### config.mk
export PLATFORM = sky130hd
export DESIGN_NAME = irq_ctrl
export DESIGN_NICKNAME = d
export VERILOG_FILES = /design/src/verilog/irqc_pkg.sv /design/src/verilog/irq_ctrl.sv
export SDC_FILE = /design/constraint.sdc
export NUM_CORES = 1
export LEC_CHECK = 0
export BUFFER_PORTS_ARGS = -buffer_cell sky130_fd_sc_hd__buf_2
export CAP_MARGIN = 20
export CORE_MARGIN = 2
export CORE_UTILIZATION = 55
export DETAILED_ROUTE_END_ITERATION = 10
export GPL_TIMING_DRIVEN = 0
export PLACE_DENSITY = 0.86
export SYNTH_ARGS = -nofsm -noshare
export SYNTH_HDL_FRONTEND = slang
export SYNTH_SLANG_ARGS = --single-unit
### constraint.sdc
create_clock -name I_CLK -period 3.75 [get_ports I_CLK]
set_clock_uncertainty 0.05 [all_clocks]
set_input_delay 0.5625 -clock I_CLK [delete_from_list [all_inputs] [get_ports I_CLK]]
set_output_delay 0.5625 -clock I_CLK [all_outputs]
set_load 0.02 [all_outputs]
### src/verilog/irqc_pkg.sv
// Package with offsets, reset values, vectors and types of the interrupt controller.
package irqc_pkg;

    // ****************************************
    // Register map and field positions
    // ****************************************
    localparam int          ADDR_W       = 8;
    localparam int          GRP_N        = 4;
    localparam int          GRP_W        = 8;
    localparam int          PC_W         = 21;
    localparam logic [7:0]  OFF_CTRL     = 8'h00;
    localparam logic [7:0]  OFF_RESET    = 8'h04;
    localparam logic [7:0]  OFF_FLAG     = 8'h08;
    localparam logic [7:0]  OFF_EN       = 8'h18;
    localparam logic [7:0]  OFF_PRI      = 8'h28;
    localparam logic [7:0]  OFF_STATUS   = 8'h38;
    localparam logic [7:0]  GRP_SPAN     = 8'h10;
    localparam int          BIT_HIGH_EN  = 7;
    localparam int          BIT_LOW_EN   = 6;
    localparam int          BIT_PRIO_EN  = 7;

    // ****************************************
    // Reset values, vectors and bus answers
    // ****************************************
    localparam logic [7:0]      RST_BYTE    = 8'h00;
    localparam logic [7:0]      RST_PRI     = 8'hff;
    localparam logic [PC_W-1:0] VEC_HIGH    = 21'h000008;
    localparam logic [PC_W-1:0] VEC_LOW     = 21'h000018;
    localparam logic [1:0]      RESP_OKAY   = 2'b00;
    localparam logic [1:0]      RESP_SLVERR = 2'b10;

    // ****************************************
    // Types
    // ****************************************
    typedef struct packed {
        logic high;
        logic low;
    } lvl_t;

    typedef enum logic {ST_IDLE, ST_PEND} st_t;

endpackage

### src/verilog/irq_ctrl.sv
// Two-level prioritised interrupt controller with AXI4-Lite register access.
//
// The register addresses and the AXI4-Lite register port were left to the implementer.
`timescale 1ns/1ns

// Function
// - High requests vector to 0008h, low requests to 0018h under priority.
// - A pending high request pre-empts a running low handler.
// - Every source has flag, enable and priority select bits.
// - Two-level scheme works only while priority_scheme_enable is set.
// - With priority, high global enable admits all high-priority sources.
// - With priority, low sources need both high and low global enables.
// - Flag, enable and global enables set means immediate vectoring by priority.
// - With priority off, the default, priority selects have no effect.
// - Compatibility mode: bit 6 gates peripherals, bit 7 gates every source.
// - Compatibility mode: every accepted request vectors to 0008h.
// - Acceptance clears the global enable that admitted the request.
// - Low requests stay pending while a high handler runs.
// - Acceptance pushes the return address and loads the vector.
// - Return instruction leaves handler and restores the cleared enable.
// - External event to vectoring takes three cycles, fixed.
// - Flags set on events regardless of any enable.
module irq_ctrl #(
    parameter int STACK_D = 8
) (
    // Clock and reset.
    input  wire logic                       I_CLK,
    input  wire logic                       I_RESET_N,
    // AXI4-Lite write channels.
    input  wire logic                       I_AWVALID,
    output logic                            O_AWREADY,
    input  wire logic [irqc_pkg::ADDR_W-1:0] I_AWADDR,
    input  wire logic                       I_WVALID,
    output logic                            O_WREADY,
    input  wire logic [31:0]                I_WDATA,
    input  wire logic [3:0]                 I_WSTRB,
    output logic                            O_BVALID,
    input  wire logic                       I_BREADY,
    output logic [1:0]                      O_BRESP,
    // AXI4-Lite read channels.
    input  wire logic                       I_ARVALID,
    output logic                            O_ARREADY,
    input  wire logic [irqc_pkg::ADDR_W-1:0] I_ARADDR,
    output logic                            O_RVALID,
    input  wire logic                       I_RREADY,
    output logic [31:0]                     O_RDATA,
    output logic [1:0]                      O_RRESP,
    // Source events and core side.
    input  wire logic [31:0]                I_EVT,
    input  wire logic [irqc_pkg::PC_W-1:0]  I_RET_ADDR,
    input  wire logic                       I_RETURN_FROM_HANDLER_INSTR,
    output logic                            O_PC_LOAD,
    output logic [irqc_pkg::PC_W-1:0]       O_PC,
    output logic                            O_WAKE,
    output logic                            O_IN_HIGH,
    output logic                            O_IN_LOW
);

    localparam int SP_W = $clog2(STACK_D + 1);

    // ****************************************
    // State
    // ****************************************
    logic [3:0][7:0]            flag_q, flag_d, en_q, en_d, pri_q, pri_d;
    irqc_pkg::lvl_t             gen_q, gen_d, act_q, act_d;
    logic                       priority_scheme_enable_q, priority_scheme_enable_d;
    irqc_pkg::st_t              st_q, st_d;
    logic                       pend_hi_q, pend_hi_d, load_q, load_d;
    logic [irqc_pkg::PC_W-1:0]  pc_q, pc_d;
    logic [SP_W-1:0]            sp_q, sp_d;
    logic [irqc_pkg::PC_W-1:0]  stk_q [STACK_D];
    logic                       push;
    logic                       aw_q, aw_d, w_q, w_d, bv_q, bv_d, rv_q, rv_d;
    logic [7:0]                 awa_q, awa_d;
    logic [7:0]                 wd_q, wd_d;
    logic                       ws_q, ws_d;
    logic [1:0]                 br_q, br_d, rr_q, rr_d;
    logic [31:0]                rd_q, rd_d;
    logic [31:0]                fe, hi_m, lo_m;
    logic                       req_hi, req_lo, do_wr;

    // ****************************************
    // Decode helpers
    // ****************************************
    // True when the address falls in a four-word group window.
    function automatic logic in_grp(input logic [7:0] a, input logic [7:0] base);
        in_grp = (a >= base) && (a < base + irqc_pkg::GRP_SPAN);
    endfunction

    // True for any implemented, word-aligned register address.
    function automatic logic mapped(input logic [7:0] a);
        mapped = (a[1:0] == 2'b00) && (a == irqc_pkg::OFF_CTRL ||
                 a == irqc_pkg::OFF_RESET || a == irqc_pkg::OFF_STATUS ||
                 in_grp(a, irqc_pkg::OFF_FLAG) || in_grp(a, irqc_pkg::OFF_EN) ||
                 in_grp(a, irqc_pkg::OFF_PRI));
    endfunction

    // ****************************************
    // Request logic
    // ****************************************
    // Group 0 holds core sources (external pins, port change), groups 1..3 peripherals.
    always_comb begin
        fe   = flag_q & en_q;
        hi_m = fe & pri_q;
        lo_m = fe & ~pri_q;
        if (priority_scheme_enable_q) begin
            req_hi = gen_q.high && (|hi_m);
            req_lo = gen_q.high && gen_q.low && !act_q.high && (|lo_m);
        end else begin
            req_hi = gen_q.high && ((|fe[7:0]) || (gen_q.low && (|fe[31:8])));
            req_lo = 1'b0;
        end
    end

    // Wake-up ignores global enables so a sleeping core still restarts.
    assign O_WAKE = |fe;

    // ****************************************
    // AXI4-Lite slave
    // ****************************************
    // Each channel holds one request at a time; a held response stalls new requests.
    assign O_AWREADY = !aw_q && !bv_q;
    assign O_WREADY  = !w_q && !bv_q;
    assign O_ARREADY = !rv_q;
    assign do_wr     = aw_q && w_q && !bv_q;

    always_comb begin
        aw_d  = aw_q;
        w_d   = w_q;
        awa_d = awa_q;
        wd_d  = wd_q;
        ws_d  = ws_q;
        bv_d  = bv_q;
        br_d  = br_q;
        rv_d  = rv_q;
        rr_d  = rr_q;
        rd_d  = rd_q;
        if (I_AWVALID && O_AWREADY) begin
            aw_d  = 1'b1;
            awa_d = I_AWADDR;
        end
        if (I_WVALID && O_WREADY) begin
            w_d  = 1'b1;
            wd_d = I_WDATA[7:0];
            ws_d = I_WSTRB[0];
        end
        if (do_wr) begin
            aw_d = 1'b0;
            w_d  = 1'b0;
            bv_d = 1'b1;
            br_d = mapped(awa_q) ? irqc_pkg::RESP_OKAY : irqc_pkg::RESP_SLVERR;
        end else if (bv_q && I_BREADY) begin
            bv_d = 1'b0;
        end
        if (I_ARVALID && O_ARREADY) begin
            rv_d = 1'b1;
            rr_d = mapped(I_ARADDR) ? irqc_pkg::RESP_OKAY : irqc_pkg::RESP_SLVERR;
            rd_d = 32'h00000000;
            if (I_ARADDR == irqc_pkg::OFF_CTRL) begin
                rd_d[7:6] = {gen_q.high, gen_q.low};
            end else if (I_ARADDR == irqc_pkg::OFF_RESET) begin
                rd_d[irqc_pkg::BIT_PRIO_EN] = priority_scheme_enable_q;
            end else if (I_ARADDR == irqc_pkg::OFF_STATUS) begin
                rd_d[15:0] = {act_q.high, act_q.low, pend_hi_q, st_q == irqc_pkg::ST_PEND,
                              4'(sp_q), 8'h00};
            end else if (mapped(I_ARADDR) && in_grp(I_ARADDR, irqc_pkg::OFF_FLAG)) begin
                rd_d[7:0] = flag_q[I_ARADDR[3:2] - 2'd2];
            end else if (mapped(I_ARADDR) && in_grp(I_ARADDR, irqc_pkg::OFF_EN)) begin
                rd_d[7:0] = en_q[I_ARADDR[3:2] - 2'd2];
            end else if (mapped(I_ARADDR) && in_grp(I_ARADDR, irqc_pkg::OFF_PRI)) begin
                rd_d[7:0] = pri_q[I_ARADDR[3:2] - 2'd2];
            end
        end else if (rv_q && I_RREADY) begin
            rv_d = 1'b0;
        end
    end

    always_ff @(posedge I_CLK or negedge I_RESET_N) begin
        if (!I_RESET_N) begin
            aw_q  <= 1'b0;
            w_q   <= 1'b0;
            awa_q <= 8'h00;
            wd_q  <= 8'h00;
            ws_q  <= 1'b0;
            bv_q  <= 1'b0;
            br_q  <= 2'h0;
            rv_q  <= 1'b0;
            rr_q  <= 2'h0;
            rd_q  <= 32'h00000000;
        end else begin
            aw_q  <= aw_d;
            w_q   <= w_d;
            awa_q <= awa_d;
            wd_q  <= wd_d;
            ws_q  <= ws_d;
            bv_q  <= bv_d;
            br_q  <= br_d;
            rv_q  <= rv_d;
            rr_q  <= rr_d;
            rd_q  <= rd_d;
        end
    end

    assign O_BVALID = bv_q;
    assign O_BRESP  = br_q;
    assign O_RVALID = rv_q;
    assign O_RRESP  = rr_q;
    assign O_RDATA  = rd_q;

    // ****************************************
    // Controller sequence
    // ****************************************
    // Software writes land first; hardware sets and clears then override them.
    // The extra pend cycle fixes event-to-load latency at three edges.
    always_comb begin
        logic       wr;
        logic [1:0] g;
        wr        = do_wr && ws_q;
        g         = awa_q[3:2] - 2'd2;
        flag_d    = flag_q;
        en_d      = en_q;
        pri_d     = pri_q;
        gen_d     = gen_q;
        priority_scheme_enable_d    = priority_scheme_enable_q;
        act_d     = act_q;
        st_d      = st_q;
        pend_hi_d = pend_hi_q;
        load_d    = 1'b0;
        pc_d      = pc_q;
        sp_d      = sp_q;
        push      = 1'b0;
        if (wr && awa_q == irqc_pkg::OFF_CTRL) begin
            gen_d = {wd_q[irqc_pkg::BIT_HIGH_EN], wd_q[irqc_pkg::BIT_LOW_EN]};
        end
        if (wr && awa_q == irqc_pkg::OFF_RESET) begin
            priority_scheme_enable_d = wd_q[irqc_pkg::BIT_PRIO_EN];
        end
        if (wr && mapped(awa_q) && in_grp(awa_q, irqc_pkg::OFF_FLAG)) begin
            flag_d[g] = wd_q;
        end
        if (wr && mapped(awa_q) && in_grp(awa_q, irqc_pkg::OFF_EN)) begin
            en_d[g] = wd_q;
        end
        if (wr && mapped(awa_q) && in_grp(awa_q, irqc_pkg::OFF_PRI)) begin
            pri_d[g] = wd_q;
        end
        flag_d = flag_d | I_EVT;
        unique case (st_q)
            irqc_pkg::ST_IDLE: begin
                if (I_RETURN_FROM_HANDLER_INSTR) begin
                    load_d = 1'b1;
                    pc_d   = stk_q[sp_q[$clog2(STACK_D)-1:0] - 1'b1];
                    sp_d   = SP_W'(sp_q - 1'b1);
                    if (act_q.high) begin
                        act_d.high = 1'b0;
                        gen_d.high = 1'b1;
                    end else if (act_q.low) begin
                        act_d.low = 1'b0;
                        gen_d.low = 1'b1;
                    end
                end else if (req_hi || req_lo) begin
                    st_d      = irqc_pkg::ST_PEND;
                    pend_hi_d = req_hi;
                    if (req_hi) begin
                        gen_d.high = 1'b0;
                    end else begin
                        gen_d.low = 1'b0;
                    end
                end
            end
            irqc_pkg::ST_PEND: begin
                st_d   = irqc_pkg::ST_IDLE;
                load_d = 1'b1;
                push   = 1'b1;
                sp_d   = SP_W'(sp_q + 1'b1);
                pc_d   = pend_hi_q ? irqc_pkg::VEC_HIGH : irqc_pkg::VEC_LOW;
                if (pend_hi_q) begin
                    act_d.high = 1'b1;
                end else begin
                    act_d.low = 1'b1;
                end
            end
        endcase
    end

    always_ff @(posedge I_CLK or negedge I_RESET_N) begin
        if (!I_RESET_N) begin
            flag_q    <= '0;
            en_q      <= '0;
            pri_q     <= {irqc_pkg::GRP_N{irqc_pkg::RST_PRI}};
            gen_q     <= '0;
            priority_scheme_enable_q    <= 1'b0;
            act_q     <= '0;
            st_q      <= irqc_pkg::ST_IDLE;
            pend_hi_q <= 1'b0;
            load_q    <= 1'b0;
            pc_q      <= '0;
            sp_q      <= '0;
        end else begin
            flag_q    <= flag_d;
            en_q      <= en_d;
            pri_q     <= pri_d;
            gen_q     <= gen_d;
            priority_scheme_enable_q    <= priority_scheme_enable_d;
            act_q     <= act_d;
            st_q      <= st_d;
            pend_hi_q <= pend_hi_d;
            load_q    <= load_d;
            pc_q      <= pc_d;
            sp_q      <= sp_d;
        end
    end

    // Return stack; overflow wraps silently, so nesting deeper than STACK_D is lost.
    always_ff @(posedge I_CLK) begin
        if (push) begin
            stk_q[sp_q[$clog2(STACK_D)-1:0]] <= I_RET_ADDR;
        end
    end

    assign O_PC_LOAD = load_q;
    assign O_PC      = pc_q;
    assign O_IN_HIGH = act_q.high;
    assign O_IN_LOW  = act_q.low;
endmodule // irq_ctrl

Word level (Yosys, flattened, before mapping)
Memories as Yosys holds them, arrays and structs flattened.
Index checks and enable logic that the tools add are counted.
{ "classes": {"n_addsub": 5, "magnitude_cmp": 15, "eq_ne": 8, "muxes": 62, "bitwise_logic": 7, "n_reduce_logical": 67} }
{ "ops": {"columns": ["operator", "count"], "rows": [
  ["AND 32 bit", 3],
  ["bitwise mux 32 bit", 3],
  ["OR reduction 32 bit", 3],
  ["2-to-1 mux 8 bit", 11],
  ["binary-select mux 8 bit (select 2 bit)", 3],
  ["one-hot mux 21 bit (2 select lines)", 1],
  ["logical AND 1 bit", 34],
  ["< comparator 8 x 6 -> 1 bit (second input constant)", 4],
  ["2-to-1 mux 32 bit", 1],
  ["inverter 32 bit", 1],
  ["OR 32 bit", 1],
  ["2-to-1 mux 1 bit", 25],
  ["OR reduction 24 bit", 1],
  ["2-to-1 mux 21 bit", 1],
  ["demux 8 bit (select 2 bit)", 1],
  ["== test 8 x 3 -> 1 bit (second input constant)", 2],
  ["== test 8 x 6 -> 1 bit (second input constant)", 2],
  ["greater-or-equal comparator 8 x 4 -> 1 bit (second input constant)", 2],
  ["greater-or-equal comparator 8 x 5 -> 1 bit (second input constant)", 2],
  ["greater-or-equal comparator 8 x 6 -> 1 bit (second input constant)", 2],
  ["zero test 8 bit", 2],
  ["< comparator 8 x 5 -> 1 bit (second input constant)", 2],
  ["2-to-1 mux 2 bit", 8],
  ["logical OR 1 bit", 12],
  ["22 further kinds", 37]
]} }
{ "word_totals": {"regBits": 170, "ramBits": 168, "output_inout_bits": 66, "wordCells": 197, "n_memories": 1} }
{ "mem_list": {"columns": ["memory", "words", "word_bits", "read_ports", "rd_ports_with_merged_regs", "wr", "line_no", "rtl"], "rows": [
  ["stk_q", 8, 21, 1, 0, 1, "irq_ctrl.sv:71", "logic [irqc_pkg::PC_W-1:0] stk_q [STACK_D];"]
]} }

Longest topological paths before layout
{ "depth": {"depth_word": 14, "mapped_depth": 10, "depth_no_buf": 7} }

Least setup slack after synthesis
No wires, ideal clock.
{ "synth_timing": {"path_type": "reg2reg", "start": "reg sp_q[0]", "end": "mem stk_q[1][0] (netlist name) (enable)", "setup_time_ns": 0.425, "arrival_time_ns": 2.460, "setup_slack_ns": 0.814, "stages_incl_launch_ff": 4, "path_buffers": 1, "synth_period_minus_slack_ns": 2.936, "path_cell_list": "dfrtp_1 -> clkbuf_1 -> nand2_1 -> nor3_1"} }
{ "synth_rtl": {"columns": ["element", "line_no", "rtl"], "rows": [
  ["start, declared", "irq_ctrl.sv:70", "logic [SP_W-1:0] sp_q, sp_d;"],
  ["start signal, assigned", "irq_ctrl.sv:310", "sp_q <= sp_d;"],
  ["end, declared", "irq_ctrl.sv:71", null]
]} }
Straight into the memory's write port.

Worst setup path in the final report
{ "layout_timing": {"start": "reg sp_q[0]", "end": "reg pc_q, in the netlist O_PC[16]"} }
{ "layout_between": {"elab_chain_cells": 4} }
{ "layout_lines": {"columns": ["element", "line_no", "rtl"], "rows": [
  ["subtractor 3 x 1 -> 3 bit", "irq_ctrl.sv:252", "pc_d = stk_q[sp_q[$clog2(STACK_D)-1:0] - 1'b1];"],
  ["memory (8 x 21 bit)", null, null],
  ["2-to-1 mux 21 bit", "irq_ctrl.sv:250", "if (I_RETURN_FROM_HANDLER_INSTR) begin"],
  ["one-hot mux 21 bit (2 select lines)", "irq_ctrl.sv:248", "unique case (st_q)"],
  ["end signal, assigned", "irq_ctrl.sv:309", "pc_q <= pc_d;"],
  ["end, declared", "irq_ctrl.sv:69", "logic [irqc_pkg::PC_W-1:0] pc_q, pc_d;"]
]} }
Every way passes these cells. The select of a mux whose other input is x is not followed.
A chain may end at the register's enable or synchronous reset.

==> impl_metrics.tcl <==
set metrics [dict create \
    p_per_area_mw_per_mm2 679 \
    drt_iter0_markers 1408 \
    place_ws_ps 459 \
    period_share_pct 90.8 \
    setup_viol 0 \
    gp_congestion 0.975 \
    synth_edf_count 168 \
    cap_violations 0 \
    final_cells 1554 \
    violations "hold timing" \
    max_slew_margin_pct 36.5 \
    clock_latency_ps 530 \
    grt_pass1_wl_um 58500 \
    vias 9798 \
    cts_sinks 336 \
    fmax_mhz 294 \
    syn_to_final_growth_pct 16.9 \
    grt_pass1_vias 10009 \
    fill_cells 1799 \
    yosysWarnings 0 \
    dp.cells 1486 \
    cp.arrival_ps 3710 \
    routed_wirelength_um 38000 \
    drv_slew 0 \
    reg2reg_from "sp_q[0]" \
    ctsHoldBuffers 0 \
    numCtsBuffers 36 \
    finalCriticalPeriod_ps 3410 \
    design_area_mm2 0.0172 \
    wl_met1_um 15200 \
    synth_cell_types 66 \
    via_per_inst 6.31 \
    die_w_um 168 \
    portBuffers 132 \
    clk_pin_slew_worst_paths_ps 60 \
    path_max_fanout 10 \
    syn_inst 991 \
    top_layer "met4" \
    critPathKind "reg2reg" \
    min_path_type "in2async" \
    required_ps 4050 \
    wl_met2_um 17700 \
    drive_gt1_share_pct 36.6 \
    grt_max_degree 86 \
    post_cts_buffers 0 \
    die_h_um 168 \
    cpPeakStageDelay_ps 630 \
    r2r_cells 8 \
    cp_cell_sequence "clkbuf_1, inv_1, ha_1, clkbuf_1, clkbuf_1, mux4_2, mux2i_1, a211oi_1" \
    ys_ff_latch 336 \
    cts_root_buf "clkbuf_16" \
    end_kind "register" \
    place_area_mm2 0.0161 \
    wl_per_cell_um 24.4 \
    h-tree-depth 2 \
    ios 179 \
    synth.avg_cell_area_um2 14.9 \
    hpwl_um 26000 \
    critPathLaunchType "register" \
    ys.flop_type "edfxtp_1" \
    floorplan.initialDensity_pct 56.2 \
    cts_tree "built" \
    p_leak_uw 0.00670 \
    postCtsResizedCells 0 \
    peakVddDrop_v 0.000787 \
    num_rows 59 \
    slowest_stage "clkbuf_1" \
    tightest_slew_ps 951 \
    core_mm2 0.0262 \
    grt_usage_pct 27.6 \
    die-area_mm2 0.0281 \
    grt_overflow 0 \
    drt-pass1-iter-count 5 \
    rsz0062_at_grt "no" \
    reg2reg_setup_slack_ps 340 \
    fin_nets 1306 \
    clock_path_buffers 3 \
    antenna_found_initial 2 \
    hold_viol_final 21 \
    synth_area_mm2 0.0147 \
    synthArstFlopShare_pct 50.0 \
    setup_ws_ps 343 \
    status "complete, but fails checks" \
    crit_top_cell "clkbuf_1" \
    r2r_end "O_PC[16]" \
    route.met3.wl_um 3660 \
    seq_area_frac_synth_pct 63.0 \
    drcViolationCount 0 \
    hold_ws_ps -31.8 \
    antenna_left 0 \
]
==> final cells by class <==
type | count | area (um^2) | share of cell area (%)
Clock inverter | 19 | 158 | 0.915
Timing Repair Buffer | 143 | 833 | 4.84
Tap cell | 335 | 419 | 2.43
Inverter | 17 | 63.8 | 0.370
Sequential cell | 336 | 9290 | 53.9
Buffer | 68 | 382 | 2.21
Multi-Input combinational cell | 587 | 5090 | 29.5
Antenna cell | 2 | 5.00 | 0.0290
Clock buffer | 47 | 992 | 5.76
==> state kept, by name, indices dropped and copies added, names as in the netlist <==
register,flops
O_BRESP,1
O_BVALID,1
O_IN_HIGH,1
O_IN_LOW,1
O_PC,21
O_PC_LOAD,1
O_RDATA,16
O_RRESP,1
O_RVALID,1
aw_q,1
awa_q,8
en_q,32
flag_q,32
gen_q,2
pend_hi_q,1
pri_q,32
priority_scheme_enable_q,1
sp_q,4
st_q,1
stk_q,168
w_q,1
wd_q,8
ws_q,1
==> power breakdown <==
group / switching (uW) / internal (uW)
Combinational: 2040 / 1530
Clock: 1480 / 1960
Sequential: 373 / 4320
Total: 3890 / 7810
==> per-layer routing <==
metal	up-vias	GRT usage, %
met1	4896	37.4
met5	-	0
met3	107	6.55
met4	0	10.7
met2	643	43.9
li1	4152	-
==> cells by family (layout without fill, tap and decap cells) <==
family,count (synthesis),in the layout,share of synthesized area [%]
compound gates,129,129,5.95
xor+xnor,6,6,0.357
fa+ha+maj,4,4,0.391
buf+inv,85,294,3.02
flops,336,336,63.0
mux,173,173,18.1
other cells,1,20,0.0254
simple gates,257,257,9.15
==> synth_stat cells, types with 22 or more instances <==
master | n | area, um^2
dfrtp_1 | 136 | 3400
a211o_1 | 24 | 210
dfstp_2 | 32 | 841
a21oi_1 | 24 | 120
mux2_2 | 85 | 957
buf_4 | 25 | 188
mux4_2 | 66 | 1490
edfxtp_1 | 168 | 5040
nand3_1 | 33 | 165
nor2_1 | 52 | 195
o21ai_0 | 22 | 110
clkbuf_1 | 30 | 113
nand2_1 | 81 | 304
mux2i_1 | 22 | 220
==> worst max-delay path, delay by kind of cell, from the launching register on <==
| kind | cells | cell delay (ps) |
|---|---|---|
| buf+inv | 4 | 1660 |
| mux | 2 | 670 |
| flops | 1 | 390 |
| fa+ha+maj | 1 | 320 |
| compound gates | 1 | 140 |
==> how the worst max path moves through the flow <==
stage / slack (ps) / start / to
detailed placement: 460 / sp_q[0] / O_PC[8]
global route: 140 / sp_q[0] / O_PC[3]
global placement: -780 / sp_q[0] / stk_q[1][12]
CTS: 350 / sp_q[0] / O_PC[16]
finish: 340 / sp_q[0] / O_PC[16]
floorplan: 810 / sp_q[0] / stk_q[1][0]
==> metrics by stage <==
step | utilization [%] | power (uW) | hold slack, ps | setup TNS (ps)
final | 65.8 | 11700 | -31.8 | 0
after global routing | 65.7 | 12200 | 23.3 | 0
after detailed placement | 61.4 | 8240 | 420 | 0
after floorplan | - | 7140 | 217 | 0
after CTS | 65.7 | 11700 | 3.44 | 0
after global placement | 60.6 | 8100 | 410 | -96920
==> layout by cell type, fill, tap and decap left out, types with 8 or more instances in the layout <==
master and count:
a211o_1 24, a211oi_1 20, a21oi_1 24, a22o_1 8
buf_2 142, buf_4 25, buf_8 8, clkbuf_1 36
clkbuf_16 36, conb_1 18, dfrtp_1 136, dfstp_2 32
edfxtp_1 168, inv_1 17, mux2_2 85, mux2i_1 22
mux4_2 66, nand2_1 81, nand3_1 33, nand3b_1 10
nand4_1 17, nor2_1 46, nor2_2 12, nor2b_1 18
o21ai_0 22, o22ai_1 14
Note: power is estimated with default switching activity, not from simulation.
